File: src/verilog/tec8_map.svh
/*
 holds the register map, field positions and reset values of the 8-bit
 timer/event counter as macros.
 assumes it is included by its bare name before the package and modules.
*/
`ifndef TEC8_MAP_SVH
`define TEC8_MAP_SVH
`define TEC8_OFS_COUNT 3'h0
`define TEC8_OFS_CTRL 3'h1
`define TEC8_OFS_IRQ_STAT 3'h2
`define TEC8_OFS_IRQ_CLR 3'h3
`define TEC8_OFS_IRQ_EN 3'h4
`define TEC8_CTL_MODE_HI 7
`define TEC8_CTL_MODE_LO 6
`define TEC8_CTL_SRC 5
`define TEC8_CTL_EN 4
`define TEC8_CTL_POL 3
`define TEC8_CTL_PSC_HI 2
`define TEC8_CTL_PSC_LO 0
`define TEC8_CTL_RESET 8'h08
`define TEC8_CNT_RESET 8'h00
`define TEC8_CNT_FULL 8'hff
`define TEC8_CNT_ONE 8'h01
`define TEC8_DATA_ZERO 8'h00
`define TEC8_IRQ_OVF 0
`define TEC8_IRQ_PWD 1
`define TEC8_IRQ_HI 1
`define TEC8_IRQ_RESET 2'h0
`define TEC8_PSC_W 7
`define TEC8_PSC_RESET 7'h00
`define TEC8_PSC_ONE 7'h01
`define TEC8_DIV_N 8
`endif

File: src/verilog/tec8_pkg.sv
/*
 holds the mode and state types of the timer/event counter.
 assumes nothing of its surroundings.
*/
package tec8_pkg;
   // operating mode field codes
   typedef enum logic [1:0] {
      TEC8_MODE_NONE = 2'h0,
      TEC8_MODE_EVENT = 2'h1,
      TEC8_MODE_TIMER = 2'h2,
      TEC8_MODE_PULSE = 2'h3
   } tec8_mode_t;
   // pulse width measurement states
   typedef enum logic [1:0] {
      TEC8_PW_WAIT = 2'b01,
      TEC8_PW_RUN = 2'b10
   } tec8_pw_state_t;
endpackage

File: src/verilog/tec8_sync.sv
/*
 holds a two flip-flop synchroniser for a group of asynchronous inputs.
 assumes inputs are levels that stay stable for at least two clocks.
*/
`timescale 1ns/10ps
module tec8_sync #(
   parameter int WIDTH = 2
) (
   input wire logic clock,
   input wire logic rst_b,
   input wire logic [WIDTH-1:0] async_in,
   output logic [WIDTH-1:0] sync_out
);
   logic [WIDTH-1:0] meta_reg;
   logic [WIDTH-1:0] meta_next;
   logic [WIDTH-1:0] sync_next;

   if (WIDTH < 1) begin : g_bad_width
      $error("tec8_sync needs at least one bit");
   end

   // first stage feeds only the second stage
   always_comb begin
      meta_next = async_in;
      sync_next = meta_reg;
   end

   // both stages clear on reset
   always_ff @(posedge clock) begin
      if (!rst_b) begin
         meta_reg <= '0;
         sync_out <= '0;
      end else begin
         meta_reg <= meta_next;
         sync_out <= sync_next;
      end
   end
endmodule // tec8_sync

File: src/verilog/tec8_top.sv
/*
 holds the 8-bit timer/event counter: prescaler, counter with preload,
 pulse width measurement and a small interrupt block on a plain register port.
 assumes a single 40 MHz clock, a synchronous master on the register port,
 and asynchronous sub clock and event pin levels.
*/
// Design decisions made here: the plain strobed port and the register offsets.
`timescale 1ns/10ps
`include "tec8_map.svh"
module tec8_top
   import tec8_pkg::*;
#(
   parameter int ADDR_W = 3
) (
   input wire logic clock,
   input wire logic rst_b,
   input wire logic [ADDR_W-1:0] bus_addr,
   input wire logic [7:0] bus_wdata,
   input wire logic bus_wr,
   input wire logic bus_rd,
   output logic [7:0] bus_rdata,
   input wire logic sub_clock,
   input wire logic event_input_pin,
   output logic irq
);
   logic sub_s;
   logic pin_s;
   logic sub_prev_reg;
   logic sub_prev_next;
   logic pin_prev_reg;
   logic pin_prev_next;
   logic pin_rise;
   logic pin_fall;
   logic sub_fall;
   logic tp_tick;
   logic [`TEC8_PSC_W-1:0] presc_reg;
   logic [`TEC8_PSC_W-1:0] presc_next;
   logic [`TEC8_DIV_N-1:0] fall_vec;
   logic int_tick;
   logic [7:0] count_value_reg;
   logic [7:0] count_value_next;
   logic [7:0] preload_reg;
   logic [7:0] preload_next;
   logic [7:0] timer_control_reg;
   logic [7:0] timer_control_next;
   tec8_pw_state_t pw_state_reg;
   tec8_pw_state_t pw_state_next;
   logic [`TEC8_IRQ_HI:0] irq_status_reg;
   logic [`TEC8_IRQ_HI:0] irq_status_next;
   logic [`TEC8_IRQ_HI:0] irq_enable_reg;
   logic [`TEC8_IRQ_HI:0] irq_enable_next;
   logic [`TEC8_IRQ_HI:0] irq_clear;
   logic irq_next;
   logic [7:0] rdata_next;
   tec8_mode_t op_mode_sel;
   logic tick_source_sel;
   logic count_enable_bit;
   logic edge_polarity_sel;
   logic [2:0] prescale_sel;
   logic wr_count;
   logic wr_ctrl;
   logic wr_clr;
   logic wr_ien;
   logic mode_tick;
   logic tick;
   logic full;
   logic ovf;
   logic start_edge;
   logic stop_edge;
   logic pw_done;

   if (ADDR_W < 3) begin : g_bad_addr
      $error("tec8_top needs an address of at least three bits");
   end

   // sub clock and event pin are brought onto the system clock
   tec8_sync #(
      .WIDTH(2)
   ) u_sync (
      .clock(clock),
      .rst_b(rst_b),
      .async_in({sub_clock, event_input_pin}),
      .sync_out({sub_s, pin_s})
   );

   // edge detection on the synchronised levels
   always_comb begin
      sub_prev_next = sub_s;
      pin_prev_next = pin_s;
      pin_rise = pin_s & ~pin_prev_reg;
      pin_fall = ~pin_s & pin_prev_reg;
      sub_fall = ~sub_s & sub_prev_reg;
   end

   // previous levels for edge detection
   always_ff @(posedge clock) begin
      if (!rst_b) begin
         sub_prev_reg <= 1'b0;
         pin_prev_reg <= 1'b0;
      end else begin
         sub_prev_reg <= sub_prev_next;
         pin_prev_reg <= pin_prev_next;
      end
   end

   // control fields
   always_comb begin
      op_mode_sel = tec8_mode_t'(timer_control_reg[`TEC8_CTL_MODE_HI:`TEC8_CTL_MODE_LO]);
      tick_source_sel = timer_control_reg[`TEC8_CTL_SRC];
      count_enable_bit = timer_control_reg[`TEC8_CTL_EN];
      edge_polarity_sel = timer_control_reg[`TEC8_CTL_POL];
      prescale_sel = timer_control_reg[`TEC8_CTL_PSC_HI:`TEC8_CTL_PSC_LO];
   end

   // prescaler input: every system clock, or each sub clock fall
   always_comb begin
      tp_tick = tick_source_sel ? sub_fall : 1'b1;
      presc_next = presc_reg;
      if (tp_tick) begin
         presc_next = presc_reg + `TEC8_PSC_ONE;
      end
   end

   // free running prescale counter
   always_ff @(posedge clock) begin
      if (!rst_b) begin
         presc_reg <= `TEC8_PSC_RESET;
      end else begin
         presc_reg <= presc_next;
      end
   end

   // stage k falls when the low k bits are all ones and the input ticks
   assign fall_vec[0] = tp_tick;
   for (genvar k = 1; k < `TEC8_DIV_N; k++) begin : g_div
      assign fall_vec[k] = tp_tick & (&presc_reg[k-1:0]);
   end

   // divided clock falling edge picked by prescale code
   assign int_tick = fall_vec[prescale_sel];

   // register port decode
   always_comb begin
      wr_count = bus_wr && (bus_addr == ADDR_W'(`TEC8_OFS_COUNT));
      wr_ctrl = bus_wr && (bus_addr == ADDR_W'(`TEC8_OFS_CTRL));
      wr_clr = bus_wr && (bus_addr == ADDR_W'(`TEC8_OFS_IRQ_CLR));
      wr_ien = bus_wr && (bus_addr == ADDR_W'(`TEC8_OFS_IRQ_EN));
   end

   // count tick source per mode and pulse edges
   always_comb begin
      start_edge = edge_polarity_sel ? pin_rise : pin_fall;
      stop_edge = edge_polarity_sel ? pin_fall : pin_rise;
      unique case (op_mode_sel)
         TEC8_MODE_NONE: mode_tick = 1'b0;
         TEC8_MODE_EVENT: mode_tick = edge_polarity_sel ? pin_fall : pin_rise;
         TEC8_MODE_TIMER: mode_tick = int_tick;
         TEC8_MODE_PULSE: mode_tick = (pw_state_reg == TEC8_PW_RUN) & int_tick;
      endcase
      tick = count_enable_bit & mode_tick;
      full = count_value_reg == `TEC8_CNT_FULL;
      ovf = tick & full;
      pw_done = count_enable_bit && (op_mode_sel == TEC8_MODE_PULSE) &&
                (pw_state_reg == TEC8_PW_RUN) && stop_edge;
   end

   // pulse width state: wait for start edge, run until stop edge
   always_comb begin
      pw_state_next = pw_state_reg;
      if (!count_enable_bit || op_mode_sel != TEC8_MODE_PULSE) begin
         pw_state_next = TEC8_PW_WAIT;
      end else begin
         unique case (pw_state_reg)
            TEC8_PW_WAIT: begin
               if (start_edge) begin
                  pw_state_next = TEC8_PW_RUN;
               end
            end
            TEC8_PW_RUN: begin
               if (stop_edge) begin
                  pw_state_next = TEC8_PW_WAIT;
               end
            end
            default: pw_state_next = TEC8_PW_WAIT;
         endcase
      end
   end

   // counter, preload and control next values
   always_comb begin
      count_value_next = count_value_reg;
      preload_next = preload_reg;
      timer_control_next = timer_control_reg;
      if (wr_count) begin
         preload_next = bus_wdata;
      end
      if (wr_count && !count_enable_bit) begin
         count_value_next = bus_wdata;
      end else if (ovf) begin
         count_value_next = preload_reg;
      end else if (tick) begin
         count_value_next = count_value_reg + `TEC8_CNT_ONE;
      end
      if (wr_ctrl) begin
         timer_control_next = bus_wdata;
      end else if (pw_done) begin
         timer_control_next[`TEC8_CTL_EN] = 1'b0;
      end
   end

   // counter state registers
   always_ff @(posedge clock) begin
      if (!rst_b) begin
         count_value_reg <= `TEC8_CNT_RESET;
         preload_reg <= `TEC8_CNT_RESET;
         timer_control_reg <= `TEC8_CTL_RESET;
         pw_state_reg <= TEC8_PW_WAIT;
      end else begin
         count_value_reg <= count_value_next;
         preload_reg <= preload_next;
         timer_control_reg <= timer_control_next;
         pw_state_reg <= pw_state_next;
      end
   end

   // sticky status, set wins over clear; level interrupt
   always_comb begin
      irq_clear = wr_clr ? bus_wdata[`TEC8_IRQ_HI:0] : `TEC8_IRQ_RESET;
      irq_status_next = irq_status_reg & ~irq_clear;
      irq_status_next[`TEC8_IRQ_OVF] = irq_status_next[`TEC8_IRQ_OVF] | ovf;
      irq_status_next[`TEC8_IRQ_PWD] = irq_status_next[`TEC8_IRQ_PWD] | pw_done;
      irq_enable_next = wr_ien ? bus_wdata[`TEC8_IRQ_HI:0] : irq_enable_reg;
      irq_next = |(irq_status_next & irq_enable_next);
   end

   // interrupt registers
   always_ff @(posedge clock) begin
      if (!rst_b) begin
         irq_status_reg <= `TEC8_IRQ_RESET;
         irq_enable_reg <= `TEC8_IRQ_RESET;
         irq <= 1'b0;
      end else begin
         irq_status_reg <= irq_status_next;
         irq_enable_reg <= irq_enable_next;
         irq <= irq_next;
      end
   end

   // read mux; unmapped and write-only offsets read zero
   always_comb begin
      rdata_next = `TEC8_DATA_ZERO;
      if (bus_rd) begin
         if (bus_addr == ADDR_W'(`TEC8_OFS_COUNT)) begin
            rdata_next = count_value_reg;
         end else if (bus_addr == ADDR_W'(`TEC8_OFS_CTRL)) begin
            rdata_next = timer_control_reg;
         end else if (bus_addr == ADDR_W'(`TEC8_OFS_IRQ_STAT)) begin
            rdata_next[`TEC8_IRQ_HI:0] = irq_status_reg;
         end else if (bus_addr == ADDR_W'(`TEC8_OFS_IRQ_EN)) begin
            rdata_next[`TEC8_IRQ_HI:0] = irq_enable_reg;
         end
      end
   end

   // read data stand one cycle after the strobe only
   always_ff @(posedge clock) begin
      if (!rst_b) begin
         bus_rdata <= `TEC8_DATA_ZERO;
      end else begin
         bus_rdata <= rdata_next;
      end
   end

   // counter checks
   property p_inc;
      @(posedge clock) disable iff (!rst_b)
      (tick && !full) |=> (count_value_reg == $past(count_value_reg) + `TEC8_CNT_ONE);
   endproperty
   a_inc: assert property (p_inc) else $error("count did not step by one");

   property p_ovf;
      @(posedge clock) disable iff (!rst_b)
      ovf |=> (count_value_reg == $past(preload_reg)) && irq_status_reg[`TEC8_IRQ_OVF];
   endproperty
   a_ovf: assert property (p_ovf) else $error("overflow did not reload or flag");

   property p_hold;
      @(posedge clock) disable iff (!rst_b)
      (!count_enable_bit && !wr_count) |=> $stable(count_value_reg);
   endproperty
   a_hold: assert property (p_hold) else $error("count moved while disabled");

   property p_wr_off;
      @(posedge clock) disable iff (!rst_b)
      (wr_count && !count_enable_bit) |=>
         (count_value_reg == $past(bus_wdata)) && (preload_reg == $past(bus_wdata));
   endproperty
   a_wr_off: assert property (p_wr_off) else $error("stopped write not loaded");

   property p_wr_on;
      @(posedge clock) disable iff (!rst_b)
      (wr_count && count_enable_bit && !tick) |=>
         $stable(count_value_reg) && (preload_reg == $past(bus_wdata));
   endproperty
   a_wr_on: assert property (p_wr_on) else $error("running write touched counter");

   property p_rd;
      @(posedge clock) disable iff (!rst_b)
      (bus_rd && bus_addr == ADDR_W'(`TEC8_OFS_COUNT)) |=> (bus_rdata == $past(count_value_reg));
   endproperty
   a_rd: assert property (p_rd) else $error("count read not live value");

   // mode checks
   property p_evt;
      @(posedge clock) disable iff (!rst_b)
      (count_enable_bit && op_mode_sel == TEC8_MODE_EVENT && !full &&
       (edge_polarity_sel ? pin_fall : pin_rise))
         |=> (count_value_reg == $past(count_value_reg) + `TEC8_CNT_ONE);
   endproperty
   a_evt: assert property (p_evt) else $error("event edge not counted");

   property p_psc0;
      @(posedge clock) disable iff (!rst_b)
      (count_enable_bit && op_mode_sel == TEC8_MODE_TIMER && !tick_source_sel &&
       prescale_sel == 3'h0 && !full)
         |=> (count_value_reg == $past(count_value_reg) + `TEC8_CNT_ONE);
   endproperty
   a_psc0: assert property (p_psc0) else $error("undivided timer missed a tick");

   property p_pw_wait;
      @(posedge clock) disable iff (!rst_b)
      (op_mode_sel == TEC8_MODE_PULSE && pw_state_reg == TEC8_PW_WAIT && !wr_count)
         |=> $stable(count_value_reg);
   endproperty
   a_pw_wait: assert property (p_pw_wait) else $error("pulse count ran before start");

   property p_pw_stop;
      @(posedge clock) disable iff (!rst_b)
      (pw_done && !wr_ctrl) |=> !count_enable_bit ##1 (pw_state_reg == TEC8_PW_WAIT);
   endproperty
   a_pw_stop: assert property (p_pw_stop) else $error("pulse end kept enable");

   // interrupt checks: level follows enabled sticky status
   property p_irq;
      @(posedge clock) disable iff (!rst_b)
      irq == |(irq_status_reg & irq_enable_reg);
   endproperty
   a_irq: assert property (p_irq) else $error("interrupt level not status and enable");
endmodule // tec8_top

File: config.mk
export PLATFORM = sky130hd
export DESIGN_NAME = tec8_top
export DESIGN_NICKNAME = d
export VERILOG_FILES = /design/src/verilog/tec8_pkg.sv /design/src/verilog/tec8_sync.sv /design/src/verilog/tec8_top.sv
export VERILOG_INCLUDE_DIRS = /design/src /design/src/verilog
export SDC_FILE = /design/constraint.sdc
export NUM_CORES = 1
export LEC_CHECK = 0
export BUFFER_PORTS_ARGS = -buffer_cell sky130_fd_sc_hd__buf_2
export CORE_ASPECT_RATIO = 1.4
export CORE_UTILIZATION = 30
export CTS_CLUSTER_DIAMETER = 80
export DETAILED_ROUTE_END_ITERATION = 10
export SYNTH_ARGS = -nofsm -noshare
export SYNTH_HDL_FRONTEND = slang
export SYNTH_SLANG_ARGS = --single-unit
File: constraint.sdc
create_clock -name clock -period 2 [get_ports clock]
set_input_delay 0.3 -clock clock [delete_from_list [all_inputs] [get_ports clock]]
set_output_delay 0.3 -clock clock [all_outputs]
set_load 0.01 [all_outputs]
Word level (Yosys, flattened, before mapping)

Index checks and enable logic that the tools add are counted.

Bits in registers: 52
Output and inout port bits: 9
Logic and storage cells: 97

Add/subtract/negate cells: 2
Magnitude comparators: 1
Equal/unequal tests: 13
Muxes and demuxes: 21
Bitwise logic cells: 22
Reductions and logical operators: 24

Operators with widths:

| operator                                                              | count |
|---|---|
| 8-bit 2-to-1 mux                                                      | 4 |
| 2-bit 2-to-1 mux                                                      | 7 |
| 1-bit bitwise AND                                                     | 13 |
| 8-bit by 1-bit adder with 8-bit output, second input constant         | 1 |
| 8-bit equality test, second input constant                            | 1 |
| 1-bit logical AND                                                     | 8 |
| 7-bit by 1-bit adder with 7-bit output, second input constant         | 1 |
| 7-bit AND reduction                                                   | 1 |
| 2-bit equality test, second input constant                            | 3 |
| 3-bit by 2-bit equality test with 1-bit output, second input constant | 2 |
| 1-bit 2-to-1 mux                                                      | 6 |
| 6-bit 2-to-1 mux                                                      | 1 |
| 2-bit inequality test, second input constant                          | 3 |
| 2-bit AND reduction                                                   | 3 |
| 6-bit AND reduction                                                   | 1 |
| 5-bit AND reduction                                                   | 1 |
| 2-bit bitwise AND                                                     | 2 |
| 2-bit by 1-bit equality test with 1-bit output, second input constant | 2 |
| 3-bit by 4-bit < comparator with 1-bit output, second input constant  | 1 |
| 1-bit inverter                                                        | 4 |
| 1-bit one-hot mux with 4 select lines                                 | 1 |
| 2-bit one-hot mux with 2 select lines                                 | 1 |
| 4-bit AND reduction                                                   | 1 |
| 2-bit OR reduction                                                    | 2 |
| 12 further kinds                                                      | 13 |

Longest topological paths before layout

Word-level depth: 13
Depth in mapped cells: 11
Gate-level depth less buffers: 10

Hierarchy

From an unflattened synthesis, not the netlist that was laid out.

Cells, all modules: 280
Area total of the unflattened synthesis: 2,321.0 sq um

By module, submodules not included:

| module    | times used | cells each | area an instance (sq um) | sequential area each (sq um) |
|---|---|---|---|---|
| tec8_top  | 1          | 272        | 2,215.9                  | 960.9 |
| tec8_sync | 1          | 8          | 105.1                    | 80.1 |

Least setup slack after synthesis

Ideal clock, no wire load.

Kind: reg-to-reg
From: register presc_reg[0]
To: register count_value_reg[1]
Library setup time: 0.132 ns
Data arrival time: 2.062 ns
Required time: 1.868 ns
Slack: -0.194 ns
Cell stages (with the launch flop): 12
Cells stage by stage: dfxtp_1 ha_1 nand3_1 inv_1 ha_1 mux4_2 nor2_2 a31oi_2 a21oi_4 buf_6 a2bb2oi_1 a21oi_1

Longest elaborated chain between the ends: 10

Ends and longest elaborated chain:

| item                                        | line            | source |
|---|---|---|
| start: declaration                          | tec8_top.sv:36  | `` logic [`TEC8_PSC_W-1:0] presc_reg; `` |
| start signal: assignment                    | tec8_top.sv:127 | `` presc_reg <= `TEC8_PSC_RESET; `` |
| start signal: assignment                    | tec8_top.sv:129 | `presc_reg <= presc_next;` |
| 7-bit AND reduction (tied with other cells) | tec8_top.sv:136 | `assign fall_vec[k] = tp_tick & (&presc_reg[k-1:0]);` |
| 1-bit bitwise AND                           | tec8_top.sv:136 |  |
| 1-bit binary-select mux with 3-bit select * | tec8_top.sv:140 | `assign int_tick = fall_vec[prescale_sel];` |
| 1-bit 2-to-1 mux (implied by the code) *    | tec8_top.sv:140 |  |
| 1-bit bitwise AND                           | tec8_top.sv:158 | `TEC8_MODE_PULSE: mode_tick = (pw_state_reg == TEC8_PW_RUN) & int_tick;` |
| 1-bit one-hot mux with 4 select lines *     | tec8_top.sv:154 | `unique case (op_mode_sel)` |
| 1-bit bitwise AND *                         | tec8_top.sv:160 | `tick = count_enable_bit & mode_tick;` |
| 1-bit bitwise AND                           | tec8_top.sv:162 | `ovf = tick & full;` |
| 8-bit 2-to-1 mux                            | tec8_top.sv:199 | `end else if (ovf) begin` |
| 8-bit 2-to-1 mux                            | tec8_top.sv:197 | `if (wr_count && !count_enable_bit) begin` |
| end signal: assignment                      | tec8_top.sv:214 | `` count_value_reg <= `TEC8_CNT_RESET; `` |
| end signal: assignment                      | tec8_top.sv:219 | `count_value_reg <= count_value_next;` |
| end: declaration                            | tec8_top.sv:40  | `logic [7:0] count_value_reg;` |

Mark *: on every way between the ends. The rest lies on a longest branch, timed or not. The select of a mux whose other input is x is not followed.
A chain may end at the register's enable or synchronous reset.

Final worst setup path

From: register presc_reg[1]
To: register count_value_reg[7]

Same word-level chain as after synthesis.

==> metrics.sh <==
BOUNDARYPINS=26
CLOCK_LATENCY_PS=310
CRIT_ARRIVAL_PS=2330
GRT-OVFL-TOTAL=0
DP_HPWL_UM=3980
HOLD_PATH_CLASS='input pin to register'
NNETSFINAL=326
POST_DRT_VIA_CELL_RATIO=4.82
TIMING.CRITICAL_PATH.CELLS='ha_4 -> nand3_2 -> inv_2 -> ha_4 -> mux4_2 -> nor2_2 -> a31oi_2 -> a21oi_4 -> buf_12 -> a211oi_2 -> a311oi_1'
YOSYS_WARNINGS=0
GRT_ANTENNA_BEFORE_REPAIR=0
INITIAL_CORE_UTIL_PCT=31.2
PERIOD_MINUS_SLACK_PS=2110
SYNTH-SEQ-AREA-SHARE_PCT=44.7
CLOCK_TREE.BUFFER_DEPTH=2
YOSYS_MOST_USED_DFF='sky130_fd_sc_hd__dfxtp_1'
PLACE.DETAILED.INSTANCES=391
FINALWEIGHTEDCONGESTION=0.787
WORSTPATHREQUIRED_PS=2220
OUTCOME='finished with violations'
CELL_REPEATED_MOST_ALONG_THE_WORST_PATH='sky130_fd_sc_hd__ha_4'
FINAL_CELLS=403
SYNTH.CELL_AREA_UM2=2330
SLEW_HEADROOM_PCT=65.3
GRT_SETUP_UNREPAIRED='true'
PRE_CTS_WS_PS=-202
DETAIL_ROUTE.FIRST_PASS.ITERATIONS=5
CTS_TREE='done'
PORT_BUFFERS=25
GR-USAGE-ALL-LAYERS_PCT=13.7
POSTSYNTHNETCOUNT=289
TIMING.FINAL.HOLD_VIOLATIONS=0
DIE_H_UM=106
CTS_MAX_LEVEL=2
CRITPATHMAXFANOUT=8
ROUTED_WL_UM=5380
MAX_SLEW_VIOLATION_COUNT=0
DETAIL-ROUTE-ANTENNA-NETS=0
DIE-AREA_UM2=8120
POST_ROUTE_CELLS_DRIVE_ABOVE_1_SHARE_PCT=22.2
SYNTH_SEQ_CELLS=52
POWER.IR.VDD_WORST_uV=320
SYNTH_TOP_AREA_SHARE_PCT=44.7
DRV_CAP=0
CTS_INSERTED_BUFFERS=5
SYNTH_ENABLE_FLOP_CELLS=0
TIGHTESTPINTRANSITION_PS=520
SYNTHESIZED_INSTANCE_COUNT=268
FIRST_GLOBAL_VIAS=1836
MAXIMUM_ACHIEVABLE_FREQUENCY_GHz=0.475
CTS-HOLD-FIX-BUFFERS=0
YOSYSUNIQUECELLTYPES=39
CTS.CLK_SLEW.WORST_PATHS_PS=100
DIE_W_UM=76.5
FINISH.INSTANCE_AREA_UM2=2830
CP-END-KIND='register'
MAXIMUM_NUMBER_OF_PINS_ON_ONE_NET_BEFORE_GLOBAL_ROUTE_REPAIR=35
WORST_PATH_MAX_DELAY_CELL='sky130_fd_sc_hd__mux4_2'
SYNTH.AREA.TOP_CELLS='sky130_fd_sc_hd__dfxtp_1 45%, sky130_fd_sc_hd__mux2i_1 10%, sky130_fd_sc_hd__nand2_1 5.8%'
ASYNCSETRESETFLOPFRACSYNTH_PCT=0
VIAS=1941
DRT-INITIAL-DRC-COUNT=162
DRC=0
PLACEMENT_ROWS=37
CTS_SINKS=52
SETUP-TNS-FINAL_PS=-610
CLOCK-SKEW-FINAL_PS=17.1
WORSTSETUPPATHTYPE='register to register'
CLOCK-ROOT-BUFFER='sky130_fd_sc_hd__clkbuf_8'
AREAGROWTHSYNTHTOFINISH_PCT=21.5
GRT_PASS1_WL_UM=8700
CRITICAL-PATH-MAX-STAGE-DELAY_PS=460
CORE_REGION_AREA_UM2=7450
MULTIINPUTGATEAREA_UM2=1260
NUMBER_OF_ANTENNA_CELLS_INSERTED=0
NETLIST.TOP_CELL.BY_AREA='sky130_fd_sc_hd__dfxtp_1'
FAILED_CHECKS='negative setup slack'
TIMING.FINAL.WS_SETUP_PS=-106
TOTAL_POWER_mW=1.85
POST_SYNTH.CELL_AREA_AVG_UM2=8.69
TIMING.FINAL.CRIT_SHARE_PCT=105
AREA.SEQUENTIAL_UM2=1040
LEAKAGE_POWER_nW=1.14
TIMING.CRITICAL_PATH.FROM_TYPE='register'
POWERDENSITY_nW_PER_UM2=654
PLACEDINSTANCEAREA_UM2=2670
NUM-FILL-CELLS=770
FINAL-SETUP-VIOL-COUNT=10
DRT-WIRELENGTH-PER-CELL_UM=13.4
==> kinds of logic (layout without fill, tap and decap cells) <==
group / after synthesis / after routing / share of synthesized area [%]
flops: 52 / 52 / 44.7
buf+inv: 21 / 59 / 3.98
fa+ha+maj: 4 / 4 / 2.15
xor+xnor: 6 / 6 / 2.26
simple gates: 116 / 116 / 22.7
compound gates: 44 / 44 / 13.0
mux: 25 / 25 / 11.3
==> cells in the mapped netlist (all sizes together), types with 2 or more instances <==
| library cell | count |
|---|---|
| and2 | 9 |
| nor2 | 37 |
| nor3 | 4 |
| ha | 4 |
| dfxtp | 52 |
| o21ai | 3 |
| nand2b | 3 |
| and3 | 4 |
| nand3 | 13 |
| mux2i | 24 |
| clkbuf | 6 |
| nor2b | 3 |
| a211o | 5 |
| nand2 | 36 |
| inv | 6 |
| xor2 | 5 |
| buf | 8 |
| a2bb2oi | 2 |
| a21oi | 17 |
| nand4 | 4 |
| a31oi | 11 |
==> area by class of cell <==
type,count,share of cell area (%)
clock buffers,7,3.05
clock inverters,1,0.265
inverters,7,0.929
multi-input cells,195,44.4
flip-flops and latches,52,36.9
well taps,97,4.29
repair buffers,44,10.2
==> cells in the final DEF, fill, tap and decap left out, types with 3 or more instances in the layout <==
cell | synthesis | layout
sky130_fd_sc_hd__nor3_1 | 4 | 4
sky130_fd_sc_hd__nor2b_1 | 3 | 3
sky130_fd_sc_hd__a21oi_1 | 16 | 16
sky130_fd_sc_hd__nand3_1 | 13 | 10
sky130_fd_sc_hd__mux2i_1 | 24 | 24
sky130_fd_sc_hd__and3_1 | 4 | 4
sky130_fd_sc_hd__buf_2 | 5 | 25
sky130_fd_sc_hd__xor2_1 | 5 | 5
sky130_fd_sc_hd__a31oi_1 | 10 | 10
sky130_fd_sc_hd__nand3_2 | 0 | 3
sky130_fd_sc_hd__nand2_1 | 36 | 36
sky130_fd_sc_hd__nand4_1 | 4 | 4
sky130_fd_sc_hd__clkbuf_8 | 0 | 6
sky130_fd_sc_hd__dfxtp_1 | 52 | 50
sky130_fd_sc_hd__nor2_1 | 36 | 36
sky130_fd_sc_hd__nand2b_1 | 3 | 3
sky130_fd_sc_hd__a211o_1 | 5 | 5
sky130_fd_sc_hd__and2_1 | 9 | 9
sky130_fd_sc_hd__inv_1 | 6 | 5
sky130_fd_sc_hd__buf_4 | 0 | 16
==> report_power, final <==
part           total (mW)  switching [mW]  internal [mW]
Combinational       0.145          0.0798         0.0655
Sequential           1.08          0.0218           1.06
Clock               0.625           0.343          0.282
==> critical path, delay by kind of cell (launching register included) <==
family / cells / cell delay [ps]
buffers and inverters: 2 / 190
adder cells (fa/ha/maj): 2 / 310
flip-flops: 1 / 340
AND/OR/NAND/NOR: 2 / 200
AO/OA/AOI/OAI: 4 / 530
multiplexers: 1 / 460
==> what timing repair did <==
| action | 4_1_cts | 5_1_grt |
|---|---|---|
| buffers inserted | 3 | 1 |
| cloned | 1 | 0 |
| pin swaps | 6 | 6 |
| resized for setup | 3 | 7 |
| endpoints found under the setup margin | 10 | 10 |
==> through the flow <==
step / hold slack, ps / utilization, %
final: 195 / 38.0
after detailed placement: 430 / 35.8
after global routing: 198 / 38.0
after global placement: 415 / 35.8
after floorplan: 412 / -
after CTS: 184 / 37.9
==> metal layers <==
metal	track usage, %	part of all wire [%]	up-vias
li1	-	-	996
met1	15.1	43	908
met2	25.5	53	32
met3	2.66	2.5	5
met4	5.22	1.2	0
met5	0	0	-
==> path summary, 6_finish.rpt <==
check | start | to | slack (ps) | depth (start not counted)
min | event_input_pin | u_sync.meta_reg[0] | 200 | 2
max reg2reg | presc_reg[1] | count_value_reg[7] | -110 | 11
min reg2reg | u_sync.meta_reg[1] | u_sync.sync_out[1] | 450 | 1
max | presc_reg[1] | count_value_reg[7] | -110 | 11
Power figures use the tool's default switching activity.
